===== config.mk =====
export PLATFORM = sky130hd
export DESIGN_NAME = operand_address_generation
export DESIGN_NICKNAME = d
export VERILOG_FILES = /design/src/hdl/opaddr_pkg.sv /design/src/hdl/operand_address_generation.sv
export VERILOG_INCLUDE_DIRS = /design/src /design/src/hdl
export SDC_FILE = /design/constraint.sdc
export NUM_CORES = 1
export LEC_CHECK = 0
export ABC_AREA = 0
export BUFFER_PORTS_ARGS = -buffer_cell sky130_fd_sc_hd__buf_2
export CORE_MARGIN = 2
export CORE_UTILIZATION = 53
export CTS_BUF_LIST = sky130_fd_sc_hd__clkbuf_4 sky130_fd_sc_hd__clkbuf_8
export CTS_CLUSTER_SIZE = 30
export DETAILED_ROUTE_END_ITERATION = 8
export HOLD_SLACK_MARGIN = 0.15
export PLACE_DENSITY = 0.82
export SETUP_SLACK_MARGIN = 0.15
export SYNTH_ARGS = -nofsm -noshare
export SYNTH_HDL_FRONTEND = slang
export SYNTH_SLANG_ARGS = --single-unit
export TNS_END_PERCENT = 1

===== constraint.sdc =====
create_clock -name clk_sys_i -period 1.2 [get_ports clk_sys_i]
set_input_delay 0.06 -clock clk_sys_i [delete_from_list [all_inputs] [get_ports clk_sys_i]]
set_output_delay 0.06 -clock clk_sys_i [all_outputs]
set_load 0.01 [all_outputs]

===== src/hdl/opaddr_regs.svh =====
// Constants of the operand and effective-address generator.
// Assumes a 16-bit word machine with sixteen general registers.
`ifndef OPADDR_REGS_SVH
`define OPADDR_REGS_SVH
`define OPA_BASE_OFFSET   4'hc
`define OPA_PC_STEP       16'h0002
`define OPA_ZERO_REG      4'h0
`define OPA_SHORT_OSC     4'h5
`define OPA_LONG_OSC      4'h6
`define OPA_MEMORY_INCREMENT_OP_OPCODE   8'ha3
`define OPA_MEMORY_INCREMENT_OP_MEM      4'h4
`define OPA_MEMORY_INCREMENT_OP_SHORT    4'h1
`define OPA_IMM_HI        3
`define OPA_REG_LO        4
`define OPA_REG_HI        7
`define OPA_DISP_HI       7
`define OPA_BASE_LO       8
`define OPA_BASE_HI       9
`endif


===== src/hdl/opaddr_pkg.sv =====
// Types of the operand and effective-address generator.
// Assumes opaddr_regs.svh supplies the numeric constants.
package opaddr_pkg;
    typedef enum logic [3:0] {
        MODE_REG,
        MODE_DIRECT,
        MODE_DIRECT_IDX,
        MODE_IMM_LONG,
        MODE_IMM_LONG_IDX,
        immediate_short_positive,
        immediate_short_negative,
        counter_relative_mode,
        MODE_BASE,
        MODE_BASE_IDX,
        MODE_SPECIAL
    } addr_mode_t;
endpackage : opaddr_pkg


===== src/hdl/operand_address_generation.sv =====
// Forms operands and effective addresses from decoded instruction fields.
// Assumes the decoder supplies mode and fields, and the register file
// answers two combinational reads in the same cycle.
`timescale 1ns/100ps
`include "opaddr_regs.svh"
`default_nettype none
module operand_address_generation (
    // Clock and reset
    input  wire logic                      clk_sys_i,
    input  wire logic                      rstn_i,
    // Instruction fields
    input  wire logic                      req_i,
    input  wire opaddr_pkg::addr_mode_t    mode_i,
    input  wire logic [7:0]                opcode_i,
    input  wire logic [15:0]               instr_i,
    input  wire logic [15:0]               addr_field_i,
    input  wire logic [15:0]               instruction_counter_i,
    input  wire logic                      branch_taken_i,
    // Register file reads
    output logic      [3:0]                index_sel_o,
    output logic      [3:0]                base_register_select_o,
    input  wire logic [15:0]               index_data_i,
    input  wire logic [15:0]               base_data_i,
    // Memory address path
    output logic                           fetch_req_o,
    output var opaddr_pkg::addr_mode_t     mode_o,
    output logic [15:0]                    eff_addr_o,
    output logic [15:0]                    operand_o,
    output logic                           operand_valid_o,
    output logic                           branch_o,
    output logic                           special_o,
    output logic                           illegal_reg_o,
    // Cycle cost
    output logic [3:0]                     mem_cycles_o,
    output logic [3:0]                     short_cycles_o,
    output logic [3:0]                     short_osc_o,
    output logic [3:0]                     long_osc_o
);

    // Register number field, shared by index and register forms
    function automatic logic [3:0] reg_field(input logic [15:0] ins);
        reg_field = ins[`OPA_REG_HI:`OPA_REG_LO];
    endfunction : reg_field

    // Direct forms, plain or indexed
    function automatic logic is_direct(input opaddr_pkg::addr_mode_t m);
        is_direct = (m == opaddr_pkg::MODE_DIRECT)
                 || (m == opaddr_pkg::MODE_DIRECT_IDX);
    endfunction : is_direct

    // Modes whose operand sits in memory
    function automatic logic needs_fetch(input opaddr_pkg::addr_mode_t m);
        needs_fetch = is_direct(m) || (m == opaddr_pkg::MODE_BASE)
                   || (m == opaddr_pkg::MODE_BASE_IDX);
    endfunction : needs_fetch

    logic [3:0]  imm_raw;
    logic [7:0]  disp_raw;
    logic [1:0]  base_field_raw;
    logic [15:0] unsigned_displacement;
    logic [15:0] short_mag;
    logic        idx_nz;

    assign imm_raw        = instr_i[`OPA_IMM_HI:0];
    assign disp_raw       = instr_i[`OPA_DISP_HI:0];
    assign base_field_raw = instr_i[`OPA_BASE_HI:`OPA_BASE_LO];
    assign unsigned_displacement = {8'h00, disp_raw};
    // Field value 0 encodes 1, value 15 encodes 16
    assign short_mag = {12'h000, imm_raw} + 16'h0001;
    assign idx_nz    = reg_field(instr_i) != `OPA_ZERO_REG;

    assign index_sel_o = reg_field(instr_i);
    assign base_register_select_o =
        {2'b00, base_field_raw} + `OPA_BASE_OFFSET;

    logic                   fetch_d, fetch_q;
    opaddr_pkg::addr_mode_t mode_d, mode_q;
    logic [15:0]            ea_d, ea_q, opnd_d, opnd_q;
    logic                   ov_d, ov_q, br_d, br_q, sp_d, sp_q;
    logic                   ill_d, ill_q;
    logic [3:0]             mc_d, mc_q, sc_d, sc_q;

    always_comb begin
        fetch_d = 1'b0;
        mode_d  = mode_q;
        ea_d    = ea_q;
        opnd_d  = opnd_q;
        ov_d    = 1'b0;
        br_d    = 1'b0;
        sp_d    = 1'b0;
        ill_d   = 1'b0;
        mc_d    = mc_q;
        sc_d    = sc_q;
        if (req_i) begin
            mode_d  = mode_i;
            ea_d    = 16'h0000;
            opnd_d  = 16'h0000;
            mc_d    = 4'h0;
            sc_d    = 4'h0;
            unique case (mode_i)
                opaddr_pkg::MODE_REG: begin
                    ov_d = 1'b0;
                end
                opaddr_pkg::MODE_DIRECT: begin
                    ea_d    = addr_field_i;
                    fetch_d = 1'b1;
                end
                opaddr_pkg::MODE_DIRECT_IDX: begin
                    // Register 0 cannot index
                    ill_d   = !idx_nz;
                    ea_d    = index_data_i + addr_field_i;
                    fetch_d = 1'b1;
                end
                opaddr_pkg::MODE_IMM_LONG: begin
                    opnd_d = addr_field_i;
                    ov_d   = 1'b1;
                end
                opaddr_pkg::MODE_IMM_LONG_IDX: begin
                    opnd_d = idx_nz ? index_data_i + addr_field_i
                                    : addr_field_i;
                    ov_d   = 1'b1;
                end
                opaddr_pkg::immediate_short_positive: begin
                    opnd_d = short_mag;
                    ov_d   = 1'b1;
                end
                opaddr_pkg::immediate_short_negative: begin
                    opnd_d = 16'h0000 - short_mag;
                    ov_d   = 1'b1;
                end
                opaddr_pkg::counter_relative_mode: begin
                    // Only the single-word branch form reaches here
                    ea_d = instruction_counter_i - `OPA_PC_STEP
                         + {{8{disp_raw[7]}}, disp_raw};
                    br_d = branch_taken_i;
                end
                opaddr_pkg::MODE_BASE: begin
                    ea_d    = base_data_i + unsigned_displacement;
                    fetch_d = 1'b1;
                end
                opaddr_pkg::MODE_BASE_IDX: begin
                    ill_d   = !idx_nz;
                    ea_d    = index_data_i + base_data_i;
                    fetch_d = 1'b1;
                end
                default: begin
                    sp_d = 1'b1;
                end
            endcase
            // Cost only for the direct forms of the increment op
            if (opcode_i == `OPA_MEMORY_INCREMENT_OP_OPCODE && is_direct(mode_i)) begin
                mc_d = `OPA_MEMORY_INCREMENT_OP_MEM;
                sc_d = `OPA_MEMORY_INCREMENT_OP_SHORT;
            end
        end
    end

    always_ff @(posedge clk_sys_i or negedge rstn_i) begin
        if (!rstn_i) begin
            fetch_q <= 1'b0;
            mode_q  <= opaddr_pkg::MODE_SPECIAL;
            ea_q    <= 16'h0000;
            opnd_q  <= 16'h0000;
            ov_q    <= 1'b0;
            br_q    <= 1'b0;
            sp_q    <= 1'b0;
            ill_q   <= 1'b0;
            mc_q    <= 4'h0;
            sc_q    <= 4'h0;
        end else begin
            fetch_q <= fetch_d;
            mode_q  <= mode_d;
            ea_q    <= ea_d;
            opnd_q  <= opnd_d;
            ov_q    <= ov_d;
            br_q    <= br_d;
            sp_q    <= sp_d;
            ill_q   <= ill_d;
            mc_q    <= mc_d;
            sc_q    <= sc_d;
        end
    end

    // Mode and address leave together with the fetch strobe
    assign fetch_req_o     = fetch_q;
    assign mode_o          = mode_q;
    assign eff_addr_o      = ea_q;
    assign operand_o       = opnd_q;
    assign operand_valid_o = ov_q;
    assign branch_o        = br_q;
    assign special_o       = sp_q;
    assign illegal_reg_o   = ill_q;
    assign mem_cycles_o    = mc_q;
    assign short_cycles_o  = sc_q;
    assign short_osc_o     = `OPA_SHORT_OSC;
    assign long_osc_o      = `OPA_LONG_OSC;
endmodule : operand_address_generation
`default_nettype wire


# --- After elaboration in Yosys (flattened, before gate mapping) ---
# Index checks and enable logic that the tools add are counted.
word_totals:
  wordCells: 52
  latchBits: 0
  register_bits: 49
  rom_bits: 0
  inputBits: 96
  mem_bits_rw: 0
  out_inout_bits: 65
  memories: 0
op_classes:
  order_cmp: 0
  div: 0
  n_addsub: 8
  reduce_logical: 9
  muxes: 15
  n_eq_ne: 10
  bitwise: 0
  n_mul: 0
  shift: 0
op_table:
  columns: ["operator", "count"]
  rows:
  - ["one-hot mux 16 bit (5 select lines)", 1]
  - ["one-hot mux 16 bit (4 select lines)", 1]
  - ["adder 16 bit", 3]
  - ["adder 16 x 8 -> 16 bit", 1]
  - ["== test 4 x 3 -> 1 bit, second input constant", 4]
  - ["two-way mux 16 bit", 1]
  - ["subtractor 16 x 2 -> 16 bit, second input constant", 1]
  - ["two-way mux 1 bit", 11]
  - ["OR reduction 10 bit", 1]
  - ["== test 4 x 2 -> 1 bit, second input constant", 2]
  - ["== test 4 bit, second input constant", 2]
  - ["== test 8 bit, second input constant", 1]
  - ["OR reduction 4 bit", 2]
  - ["subtractor 1 x 5 -> 6 bit, first input constant", 1]
  - ["adder 4 x 1 -> 5 bit, second input constant", 1]
  - ["adder 3 x 3 -> 4 bit, second input constant", 1]
  - ["== test 4 x 1 -> 1 bit, second input constant", 1]
  - ["logical NOT 4 bit", 1]
  - ["nonzero test 4 bit", 1]
  - ["two-way mux 3 bit", 1]
  - ["OR reduction 2 bit", 1]
  - ["logical AND 1 bit", 1]
  - ["logical NOT 1 bit", 1]
  - ["logical OR 1 bit", 1]

# --- Logic depth before layout (Yosys ltp) ---
# Gate-level depths: netlist of run 1.
depth:
  depth_word: 4
  depth_mapped: 14
  mapped_depth_nobuf: 13

# --- Worst setup path after synthesis of run 1 ---
# Ideal clock, no wire load.
synth_path:
  path_kind: "input to register"
  start: "input port mode_i[1]"
  end: "register ea_q[10], in the netlist eff_addr_o[10]"
  path_slack_ns: -1.534
  path_buffers: 1
  t_required_ns: 1.074
  cell_stages: 14
  arrival_ns: 2.608
  cell_sequence: "buf_2 -> nand2b_4 -> nor3b_4 -> mux2_2 -> ha_1 -> inv_1 -> fa_1 -> nor2b_1 -> o2111ai_1 -> a21boi_1 -> a41oi_2 -> xnor2_1 -> a221oi_2 -> a21oi_1"
synth_between:
  elab_chain_len: 2
  word_cells_on_any_way: 6
synth_rtl:
  columns: ["item", "line", "source"]
  rows:
  - ["start, declared", "operand_address_generation.sv:13", "input wire opaddr_pkg::addr_mode_t mode_i,"]
  - ["== test 4 bit (tied with other cells)", "operand_address_generation.sv:100", "unique case (mode_i)"]
  - ["one-hot mux 16 bit (5 select lines) *", "operand_address_generation.sv:100", null]
  - ["end signal, assigned", "operand_address_generation.sv:162", "ea_q <= 16'h0000;"]
  - ["end signal, assigned", "operand_address_generation.sv:173", "ea_q <= ea_d;"]
  - ["end, declared", "operand_address_generation.sv:78", "logic [15:0] ea_d, ea_q, opnd_d, opnd_q;"]
# Mark *: on every way between the ends. The rest lies on a longest branch, timed or not.
# A chain may end at the register's enable or synchronous reset.

# --- Worst setup path after layout of run 1 ---
# Ends and elaborated chain as after synthesis.

==> summary.txt, run 1 <==
Run status
  • Status: finished with violations
  • Failing checks: negative setup slack

Logic synthesis
  • Synthesized area: between 5000 and 6000 sq um
  • Yosys cell types: 83
  • Largest family of logic cells by synthesized area: compound AO/OA/AOI/OAI gates
  • Mux contribution to synthesized area: approximately 1.1%
  • Adder-Cell Fraction of Synth Area: around 16%
  • Ys flop type: dfrtp_1
  • Synth warn: 0
  • XOR/XNOR share of the synthesized area: 7.40%
  • Simple-gate share of the synthesized area: roughly 15%
  • Post-Syn Instances: approximately 630
  • Post-synth EDFFs: 0
  • Yosys top cell by area: dfrtp_1
  • Synthesized area per cell: 8.25 sq um
  • Top cells by area, synth: dfrtp_1 (19%), ha_1 (15%), xnor2_1 (4.5%)
  • Complex-gate fraction of the synthesized area: just under 30%
  • Yosys top cell area share: between 15 and 20%
  • Async SR Flop Fraction: 100%
  • Sequential-to-total area share from yosys stat: about a fifth
  • Yosys reg bits: 42

Floorplan
  • Core area: just under 10000 sq um
  • Horiz. Die Dim: just over 100 um
  • I/O pin count: roughly 160
  • Die area: about 11000 sq um
  • Row cnt: 36
  • Die height: between 100 and 150 um
  • Initial Util: a little over half

Clock network
  • Hold_buf cts: 4
  • Clk sinks: 42
  • Maximum buffer depth of the clock tree: 2
  • Num CTS Buffers: 5
  • H-tree depth: 2
  • TritonCTS clock tree: built
  • Later-pin clock latency in the skew report: a little over 300 ps
  • Clock root cell: clkbuf_8
  • Clock Pin Slew Worst Setup and Hold Paths: around 90 ps

Timing
  • Hold Fails Final Rpt: 0
  • Clock skew: 0 ps
  • Worst Tran Pin Value: 598 ps
  • Final worst slack: -1210 ps
  • # setup viols final: 32
  • Max-slew violation count: 0
  • Min cycle time layout: 2410 ps
  • Fin crit share: 201%
  • Slew HR: 60.1%
  • RSZ-0062 raised after global routing: yes
  • Fmax: between 400 and 500 MHz

Finish
  • Fin cells: roughly 1100
  • Final Core Density: roughly four fifths
  • Most frequent cells in the layout: buf_4 (164), buf_2 (134), nand2_1 (62)
  • N_diodes: 0
  • Fraction of layout cells with a size suffix above 1: 43.0%
  • Fillers: roughly 720
  • Seq. cell area: around 1100 sq um
  • Fin nets: 1079
  • Multi-input gate area: 4030 sq um
  • Area Overhead vs Synth: 46.3%
  • Commonest non-fill, non-tap cell in the layout: buf_4

Power and ir drop
  • Sw Share: about two fifths
  • Int Pwr: 3.56 mW
  • Sequential Power Share: between 20% and 30%
  • Worst-case vdd ir drop: ~0.00050 V
  • Switching pwr: 2.32 mW
  • P per Cell Area: a little under 800 nW/um^2
  • Total Power: a little under 6 mW
  • Pleak: 3.91 nW
  • Clock group share of total power: roughly 18%
  • Logic pwr share: between 50% and 60%

Route
  • Drt pass-1 iters: 5
  • Initial DRC Count: around 500
  • Remaining DRCs: 0
  • Routed vias: approximately 6000
  • Routed len/inst: around 18 um
  • Vias per std cell: about 5.7
  • Drt total wl: 19.3 mm
  • Post-DRT Antenna Nets: 0

Critical path
  • Worst Setup Start Kind: input port
  • CP Data Required Time: around 1400 ps
  • CP endpoint kind: register
  • CP max FO: 5
  • WP data arrival: 2590 ps
  • Crit Path Class: input port to register

GRT
  • Antenna violations before repair: 0
  • Vias in the first global route: 5759
  • Total gr overflow: 0
  • First-pass GRT wire length: 29.6 mm
  • Total global-route track usage: 35.9%
  • Largest net degree at the start of global routing: 22

Flow run
  • Max-cap check violation count: 0

Place
  • Final Wtd Congestion: ~0.94
  • Final HPWL DP: ~16 mm
  • Placed Cells: around 1000
  • IO buf count: around 130
  • Worst slack, placed: -1670 ps

Worst hold path
  • Worst min-delay path class: input port to register
==> critical path: stages <==
cell and delay (ps):
buf_6 90, nand2b_4 140, nor3b_4 190, buf_6 150, nand2_1 70, o21ai_1 130
inv_1 110, fa_2 400, nor2b_4 140, o2111ai_2 160, a21boi_2 240, a41oi_2 180
xnor2_1 170, a221oi_2 260, a21oi_1 90
==> metal layers <==
layer / wire length [um] / track usage, %
met3: 1590 / 4.34
met1: 8070 / 48.5
met4: 320 / 8.30
met2: 9340 / 61.5
met5: 0 / 0
==> kinds of logic (layout without fill, tap and decap cells) <==
logic type,count (synthesis),in the layout
AO/OA/AOI/OAI,211,211
AND/OR/NAND/NOR,155,155
buffers and inverters,106,379
adder cells (fa/ha/maj),66,66
XOR/XNOR,44,44
flip-flops,42,42
multiplexers,5,5
other,2,16
==> final cells by class <==
type / instances / share of cell area [%]
Multi-Input combinational cell: 497 / 52.9
Clock inverter: 1 / 0.0657
Clock buffer: 7 / 1.18
Tap cell: 133 / 2.18
Sequential cell: 42 / 13.8
Timing Repair Buffer: 309 / 26.8
Inverter: 62 / 3.05
==> power groups by stage <==
stage	combinational, mW	sequential (mW)	clock (mW)
6_report	3.29	1.56	1.03
5_1_grt	3.54	1.57	1.10
4_1_cts	3.16	1.56	1.04
3_5_place_dp	2.97	1.58	0
3_3_place_gp	2.89	1.58	0
2_1_floorplan	1.62	1.61	0
==> state kept, by name (all words and copies together), names as in the netlist <==
register,cells
operand_valid_o,1
eff_addr_o,16
mode_o,4
fetch_req_o,1
branch_o,1
special_o,1
mem_cycles_o,1
operand_o,16
illegal_reg_o,1
==> synthesized netlist by cell type (all sizes together), types with 4 or more instances <==
library cell	count
o21a	5
dfrtp	40
a41oi	4
inv	61
nand2	63
o21ai	34
xnor2	27
o2111ai	4
nand3	11
a21o	16
and3	7
a221oi	17
and2	11
o2bb2ai	17
nand4	4
a21oi	48
o311ai	4
clkbuf	13
mux2	5
nand2b	8
a31oi	13
a21boi	4
buf	31
ha	63
a211oi	9
a222oi	4
nor2	28
nor3	6
xor2	17
==> stage by stage <==
| stage | area [sq um] | hold WS [ps] | setup TNS [ps] |
|---|---|---|---|
| floorplan | 5290 | -236 | -23680 |
| global placement | 7120 | 31.1 | -33810 |
| detailed placement | 7120 | 40.2 | -35070 |
| CTS | 7520 | 101 | -19980 |
| global route | 7620 | 129 | -23990 |
| finish | 7620 | 97.5 | -21060 |
==> path summary, 6_finish.rpt <==
kind	startpoint	end	slack [ps]	depth (start not counted)
setup / recovery	mode_i[1]	eff_addr_o[10]	-1210	15
hold / removal	opcode_i[2]	mem_cycles_o[2]	100	4
setup reg to reg	eff_addr_o[8]	eff_addr_o[8]	90	2
hold reg to reg	mode_o[3]	mode_o[3]	480	2
max in group asynchronous	rstn_i	operand_o[11]	370	3
min in group asynchronous	rstn_i	eff_addr_o[1]	250	2
==> what timing repair did <==
item | CTS | global route
hold endpoints to repair | 46 | 1
setup endpoints to repair | 34 | 36
gates resized for setup | 52 | 18
gates cloned | 1 | 0
pin swaps | 19 | 9
buffers inserted | 2 | 0
(Power assumes the default switching activity.)
==> run 2: changes to the inputs <==
RECOVER_POWER = 50   (was not set)
==> run 2 against run 1 <==
Against the previous run: the run still ends with negative setup slack left; sequential power about the same; clock skew unchanged; non-clock buffer count unchanged; maximum frequency decreased by 0.43%; count of clock-buffer cells in the layout unchanged; flip-flop and latch count unchanged; sequential share of layout area about the same; design area decreased by 0.33%; largest power group unchanged; die area unchanged; hold slack got worse by 3.8 ps; critical endpoint unchanged.
==> summary.txt, run 2 (synthesis results as in run 1) <==
Timing
  • RSZ-0062 raised after global routing: yes (unchanged)
  • WHS: 93.7 ps (was 97.5 ps)
  • Final worst slack: -1220 ps (was -1210 ps)
  • Worst Tran Pin Value: 596 ps (was 598 ps)
  • Slew HR: 60.3% (was 60.1%)
  • Max-slew violation count: 0 (unchanged)
  • Fin crit share: 201% (about the same)
  • # setup viols final: 32 (unchanged)
  • Min cycle time layout: 2420 ps (was 2410 ps)
  • Fmax: 414 MHz (was 415 MHz)
  • Hold Fails Final Rpt: 0 (unchanged)
  • Clock skew: 0 ps (unchanged)

Route
  • Highest routed metal layer: met4 (unchanged)
  • Drt pass-1 iters: 8 (was 5)
  • WL met1: 8.09 mm (was 8.07 mm)
  • DR WL met3: 1.56 mm (was 1.59 mm)
  • Routed len/inst: 18.4 um (about the same)
  • Drt total wl: 19.4 mm (was 19.3 mm)
  • Post-DRT Antenna Nets: 0 (unchanged)
  • Remaining DRCs: 0 (unchanged)
  • Initial DRC Count: 472 (was 506)
  • WL met2: 9.36 mm (was 9.34 mm)
  • Routed vias: 6067 (was 6016)
  • Vias per std cell: 5.77 (was 5.72)

Finish
  • Area Overhead vs Synth: 45.8% (was 46.3%)
  • Fillers: 732 (was 721)
  • Fin nets: 1079 (unchanged)
  • N_diodes: 0 (unchanged)
  • Commonest non-fill, non-tap cell in the layout: buf_4 (unchanged)
  • Fraction of layout cells with a size suffix above 1: 41.3% (was 43.0%)
  • Most frequent cells in the layout: buf_4 (162), buf_2 (117), nand2_1 (62) (was buf_4 (164), buf_2 (134), nand2_1 (62))
  • Fin cells: 1051 (unchanged)

Floorplan
  • I/O pin count: 161 (unchanged)
  • Die height: 103 um (unchanged)
  • Row cnt: 36 (unchanged)
  • Horiz. Die Dim: 103 um (unchanged)
  • Initial Util: 54.0% (unchanged)
  • Die area: 10600 sq um (unchanged)
  • Core area: 9640 sq um (unchanged)

Place
  • Placed Cells: 1036 (unchanged)
  • Final Wtd Congestion: 0.941 (unchanged)
  • IO buf count: 134 (unchanged)
  • Final HPWL DP: 15.6 mm (unchanged)
  • Worst slack, placed: -1670 ps (unchanged)

Worst hold path
  • Worst min-delay path class: input port to register (unchanged)

Clock network
  • Clk sinks: 42 (unchanged)
  • H-tree depth: 2 (unchanged)
  • TritonCTS clock tree: built (unchanged)
  • Clock Pin Slew Worst Setup and Hold Paths: 90 ps (about the same)
  • Clock root cell: clkbuf_8 (unchanged)
  • Hold_buf cts: 4 (unchanged)
  • Maximum buffer depth of the clock tree: 2 (unchanged)
  • Num CTS Buffers: 5 (unchanged)
  • Later-pin clock latency in the skew report: 310 ps (about the same)

GRT
  • Largest net degree at the start of global routing: 22 (unchanged)
  • Total gr overflow: 0 (unchanged)
  • First-pass GRT wire length: 29.6 mm (unchanged)
  • Total global-route track usage: 35.9% (unchanged)
  • Vias in the first global route: 5759 (unchanged)
  • Antenna violations before repair: 0 (unchanged)

Critical path
  • Worst Setup Start Kind: input port (unchanged)
  • Reg2reg setup slack: 90 ps (about the same)
  • CP top delay family: compound AO/OA/AOI/OAI gates (unchanged)
  • Critical path depth: 15 (unchanged)
  • Worst setup endpoint: eff_addr_o[10] (unchanged)
  • Path depth of the worst reg2reg path: 2 (unchanged)
  • Critical path startpoint: mode_i[1] (unchanged)
  • Most frequent CP cell: buf_6 (unchanged)
  • CP Data Required Time: 1390 ps (was 1380 ps)
  • WP data arrival: 2600 ps (was 2590 ps)
  • CP max-delay cell: fa_2 (unchanged)
  • CP endpoint kind: register (unchanged)
  • CP peak stage delay: 400 ps (about the same)
  • Crit Path Class: input port to register (unchanged)
  • Critical-path cell list: buf_6 -> nand2b_4 -> nor3b_4 -> buf_6 -> nand2_1 -> o21ai_1 -> inv_1 -> fa_2 -> nor2b_4 -> o2111ai_2 -> a21boi_2 -> a41oi_2 -> xnor2_1 -> a221oi_2 -> a21oi_1 (unchanged)
  • Crit path buf inv count: 3 (unchanged)
  • R2R Path End: eff_addr_o[8] (unchanged)
  • FF-to-FF Start: eff_addr_o[8] (unchanged)
  • CP max FO: 5 (unchanged)

Flow run
  • Max-cap check violation count: 0 (unchanged)

Run status
  • Status: finished with violations (unchanged)
  • Failing checks: negative setup slack (unchanged)

Power and ir drop
  • Pleak: 3.85 nW (was 3.91 nW)
  • P per Cell Area: 774 nW/um^2 (was 771 nW/um^2)
  • Worst-case vdd ir drop: 0.000509 V (was 0.000499 V)
run 2: routing by layer:
layer / vias to the layer above / global-route usage, %
li1: 2848 / -
met1: 2901 / 48.5
met2: 280 / 61.5
met3: 38 / 4.34
met4: 0 / 8.30
met5: - / 0
run 2: cell type report:
cell class / count / area, sq um / area share, %
timing repair buffer: 309 / 2010 / 26.5
sequential: 42 / 1050 / 13.9
multi-input combinational: 497 / 4030 / 53.1
clock buffer: 7 / 90.1 / 1.19
tap: 133 / 166 / 2.19
clock inverter: 1 / 5.00 / 0.0659
inverter: 62 / 233 / 3.06
run 2: worst min-delay path by stage:
| stage | from | endpoint | slack [ps] | depth (start not counted) |
|---|---|---|---|---|
| final | opcode_i[2] | mem_cycles_o[2] | 90 | 4 |
| after global routing | opcode_i[2] | mem_cycles_o[2] | 130 | 4 |
| after CTS | opcode_i[2] | mem_cycles_o[2] | 100 | 4 |
| after detailed placement | rstn_i | eff_addr_o[3] | 40 | 1 |
| after global placement | rstn_i | eff_addr_o[4] | 30 | 1 |
| after floorplan | rstn_i | branch_o | -240 | 0 |
run 2: power by group:
group / internal [mW] / switching, mW
clock network: 0.489 / 0.548
logic: 1.56 / 1.72
registers: 1.50 / 0.0604
run 2: metrics by stage:
step / TNS (ps) / area [sq um] / total power [mW] / utilization, %
3_5_place_dp: -35070 / 7120 / 4.55 / 73.9
6_report: -21180 / 7590 / 5.88 / 78.8
5_1_grt: -24180 / 7590 / 6.20 / 78.8
4_1_cts: -19980 / 7520 / 5.76 / 78.1
3_3_place_gp: -33810 / 7120 / 4.47 / 73.9
2_1_floorplan: -23680 / 5290 / 3.23 / -
run 2: repair_timing:
action / in CTS / in global routing
pin swaps: 19 / 9
hold endpoints to repair: 46 / 1
buffers inserted: 2 / 0
endpoints found under the setup margin: 34 / 36
gates cloned: 1 / 0
resized for setup: 52 / 18
run 2: worst register-to-register path: stages (launching register included):
cell and delay [ps]:
dfrtp_1 450, a222oi_1 370, a32oi_1 160
==> run 3: changes to the inputs <==
CORE_UTILIZATION = 43   (was 53)
PLACE_DENSITY = 0.69   (was 0.82)
RECOVER_POWER = not set   (was 50)
==> run 3 against run 2 <==
Against the previous run: the flow still finishes with violations (negative setup slack); design area grew 2.1%; sequential power about the same; cell count grew 1.9%; utilization down 14 points; total power up 2.1%; register-to-register slack barely moved; clock skew is the same; via count fell by 2.7%; count of clock-buffer cells in the layout decreased by 2; maximum frequency is 0.63% higher; global-route usage fell by 7.9 points; combinational power is essentially flat; critical path type unchanged; critical endpoint is now eff_addr_o[8]; highest routed layer unchanged.
==> summary.txt, run 3 (synthesis results as in run 1) <==
Finish
  • Commonest non-fill, non-tap cell in the layout: buf_4 (unchanged)
  • Fin cells: 1071 (was 1051)
  • Fraction of layout cells with a size suffix above 1: 43.3% (was 41.3%)
  • Most frequent cells in the layout: buf_4 (166), buf_2 (133), nand2_1 (61) (was buf_4 (162), buf_2 (117), nand2_1 (62))
  • Fin nets: 1085 (was 1079)
  • N_diodes: 0 (unchanged)
  • Final Core Density: 65.1% (was 78.8%)
  • Area Overhead vs Synth: 48.9% (was 45.8%)

Clock network
  • Clock root cell: clkbuf_8 (unchanged)
  • Maximum buffer depth of the clock tree: 2 (unchanged)
  • H-tree depth: 2 (unchanged)
  • Clk sinks: 42 (unchanged)
  • TritonCTS clock tree: built (unchanged)
  • Later-pin clock latency in the skew report: 310 ps (about the same)
  • Num CTS Buffers: 5 (unchanged)
  • Clock Pin Slew Worst Setup and Hold Paths: 90 ps (about the same)

Power and ir drop
  • Logic pwr share: 54.9% (was 55.8%)
  • Sw Share: 38.3% (was 39.6%)
  • Switching pwr: 2.30 mW (was 2.33 mW)
  • Pleak: 3.96 nW (was 3.85 nW)
  • Worst-case vdd ir drop: 0.000431 V (was 0.000509 V)
  • Clock group share of total power: 19.2% (was 17.6%)
  • P per Cell Area: 774 nW/um^2 (about the same)
  • Total Power: 6.00 mW (was 5.88 mW)
  • Sequential Power Share: 25.9% (was 26.5%)
  • Int Pwr: 3.70 mW (was 3.55 mW)

Route
  • Drt pass-1 iters: 8 (unchanged)
  • Remaining DRCs: 0 (unchanged)
  • Post-DRT Antenna Nets: 0 (unchanged)
  • Vias per std cell: 5.51 (was 5.77)
  • Initial DRC Count: 398 (was 472)
  • Routed len/inst: 17.5 um (was 18.4 um)
  • Routed vias: 5901 (was 6067)
  • Drt total wl: 18.8 mm (was 19.4 mm)

Place
  • Final Wtd Congestion: 0.993 (was 0.941)
  • Final HPWL DP: 15.3 mm (was 15.6 mm)
  • IO buf count: 134 (unchanged)
  • Worst slack, placed: -1710 ps (was -1670 ps)
  • Placed Cells: 1054 (was 1036)

Critical path
  • CP max-delay cell: fa_2 (unchanged)
  • Reg2reg setup slack: 100 ps (was 90 ps)
  • Worst Setup Start Kind: input port (unchanged)
  • Critical path startpoint: mode_i[1] (unchanged)
  • Crit Path Class: input port to register (unchanged)
  • CP peak stage delay: 390 ps (was 400 ps)
  • WP data arrival: 2570 ps (was 2600 ps)
  • FF-to-FF Start: eff_addr_o[8] (unchanged)
  • R2R Path End: eff_addr_o[8] (unchanged)
  • CP top delay family: compound AO/OA/AOI/OAI gates (unchanged)
  • Path depth of the worst reg2reg path: 2 (unchanged)
  • CP Data Required Time: 1370 ps (was 1390 ps)
  • CP endpoint kind: register (unchanged)
  • CP max FO: 3 (was 5)
  • Worst setup endpoint: eff_addr_o[8] (was eff_addr_o[10])
  • Critical path depth: 15 (unchanged)
  • Crit path buf inv count: 3 (unchanged)
  • Critical-path cell list: buf_6 -> nand2b_4 -> nor3b_4 -> buf_4 -> nand2_2 -> o21ai_2 -> inv_2 -> fa_2 -> nor2b_4 -> o2111ai_2 -> a21boi_2 -> a21boi_1 -> xnor2_1 -> a222oi_1 -> a32oi_1 (was buf_6 -> nand2b_4 -> nor3b_4 -> buf_6 -> nand2_1 -> o21ai_1 -> inv_1 -> fa_2 -> nor2b_4 -> o2111ai_2 -> a21boi_2 -> a41oi_2 -> xnor2_1 -> a221oi_2 -> a21oi_1)

GRT
  • Total global-route track usage: 28.0% (was 35.9%)
  • Vias in the first global route: 5679 (was 5759)
  • Largest net degree at the start of global routing: 43 (was 22)
  • M2 GR Usage: 48.0% (was 61.5%)
  • Total gr overflow: 0 (unchanged)
  • GR Layer Usage met1: 38.6% (was 48.5%)
  • Met3 Resource Use GR: 2.71% (was 4.34%)
  • First-pass GRT wire length: 28.8 mm (was 29.6 mm)
  • Antenna violations before repair: 0 (unchanged)
  • GR peak layer: met2 (unchanged)

Timing
  • RSZ-0062 raised after global routing: yes (unchanged)
  • Fmax: 416 MHz (was 414 MHz)
  • Max-slew violation count: 0 (unchanged)
  • Hold Fails Final Rpt: 0 (unchanged)
  • Setup TNS: -21360 ps (was -21180 ps)
  • Final worst slack: -1200 ps (was -1220 ps)
  • Clock skew: 0 ps (unchanged)
  • # setup viols final: 31 (was 32)
  • Fin crit share: 200% (was 201%)
  • Min cycle time layout: 2400 ps (was 2420 ps)

Worst hold path
  • Hold depth: 4 (unchanged)
  • Worst min-delay path class: input port to register (unchanged)

Floorplan
  • Row cnt: 40 (was 36)
  • Horiz. Die Dim: 114 um (was 103 um)
  • Initial Util: 43.7% (was 54.0%)
  • Die height: 114 um (was 103 um)
  • I/O pin count: 161 (unchanged)
  • Die area: 13000 sq um (was 10600 sq um)
  • Core area: 11900 sq um (was 9640 sq um)

Run status
  • Failing checks: negative setup slack (unchanged)
  • Status: finished with violations (unchanged)

Flow run
  • Max-cap check violation count: 0 (unchanged)
## run 3: cell count changes in the layout (fill, tap and decap cells not counted), moves of 3 or more
cell / previous run / this run
o21ai_1: 13 / 9
buf_2: 117 / 133
ha_1: 57 / 60
buf_4: 162 / 166
clkbuf_1: 16 / 0
clkbuf_2: 3 / 0
dlygate4sd3_1: 4 / 7
o21ai_0: 19 / 23
## run 3: layout make-up
class	count	area, sq um
timing repair buffer	315	2110
clock buffer	5	68.8
tap	147	184
fill	1030	4160
inverter	62	233
sequential	42	1050
clock inverter	3	40.0
multi-input combinational	497	4070
## run 3: through the flow
step                hold WS, ps  cell area, sq um
floorplan                  -236              5290
global route                206              7750
finish                      182              7750
detailed placement         60.1              7180
global placement           52.7              7180
CTS                         167              7580
## run 3: repair_timing
action,CTS,global route
hold buffers,7,0
resized for setup,44,30
setup endpoints to repair,36,35
pin swaps,13,17
endpoints found under the hold margin,46,0
buffers inserted,1,1
## run 3: worst min path at each step
stage	start	end	slack (ps)
finish	opcode_i[1]	mem_cycles_o[2]	180
global route	mode_i[1]	mode_o[1]	210
CTS	instruction_counter_i[0]	eff_addr_o[0]	170
detailed placement	rstn_i	eff_addr_o[1]	60
global placement	rstn_i	mode_o[0]	50
floorplan	rstn_i	branch_o	-240
## run 3: metal layers
metal	up-vias	routed length (um)
li1	2853	-
met1	2784	8340
met2	230	8940
met3	34	1210
met4	0	301
met5	-	0
## run 3: tightest hold or removal path, cell delays in order
cell       delay [ps]
buf_2              90
nor4b_1           130
o2111ai_1          70
o21ai_0            80
## run 3: power by group through the flow
stage	Sequential, mW	Clock (mW)	Combinational (mW)
after floorplan	1.61	0	1.62
after global placement	1.58	0	2.91
after detailed placement	1.58	0	2.98
after CTS	1.56	1.17	3.13
after global routing	1.56	1.22	3.57
final	1.56	1.15	3.29
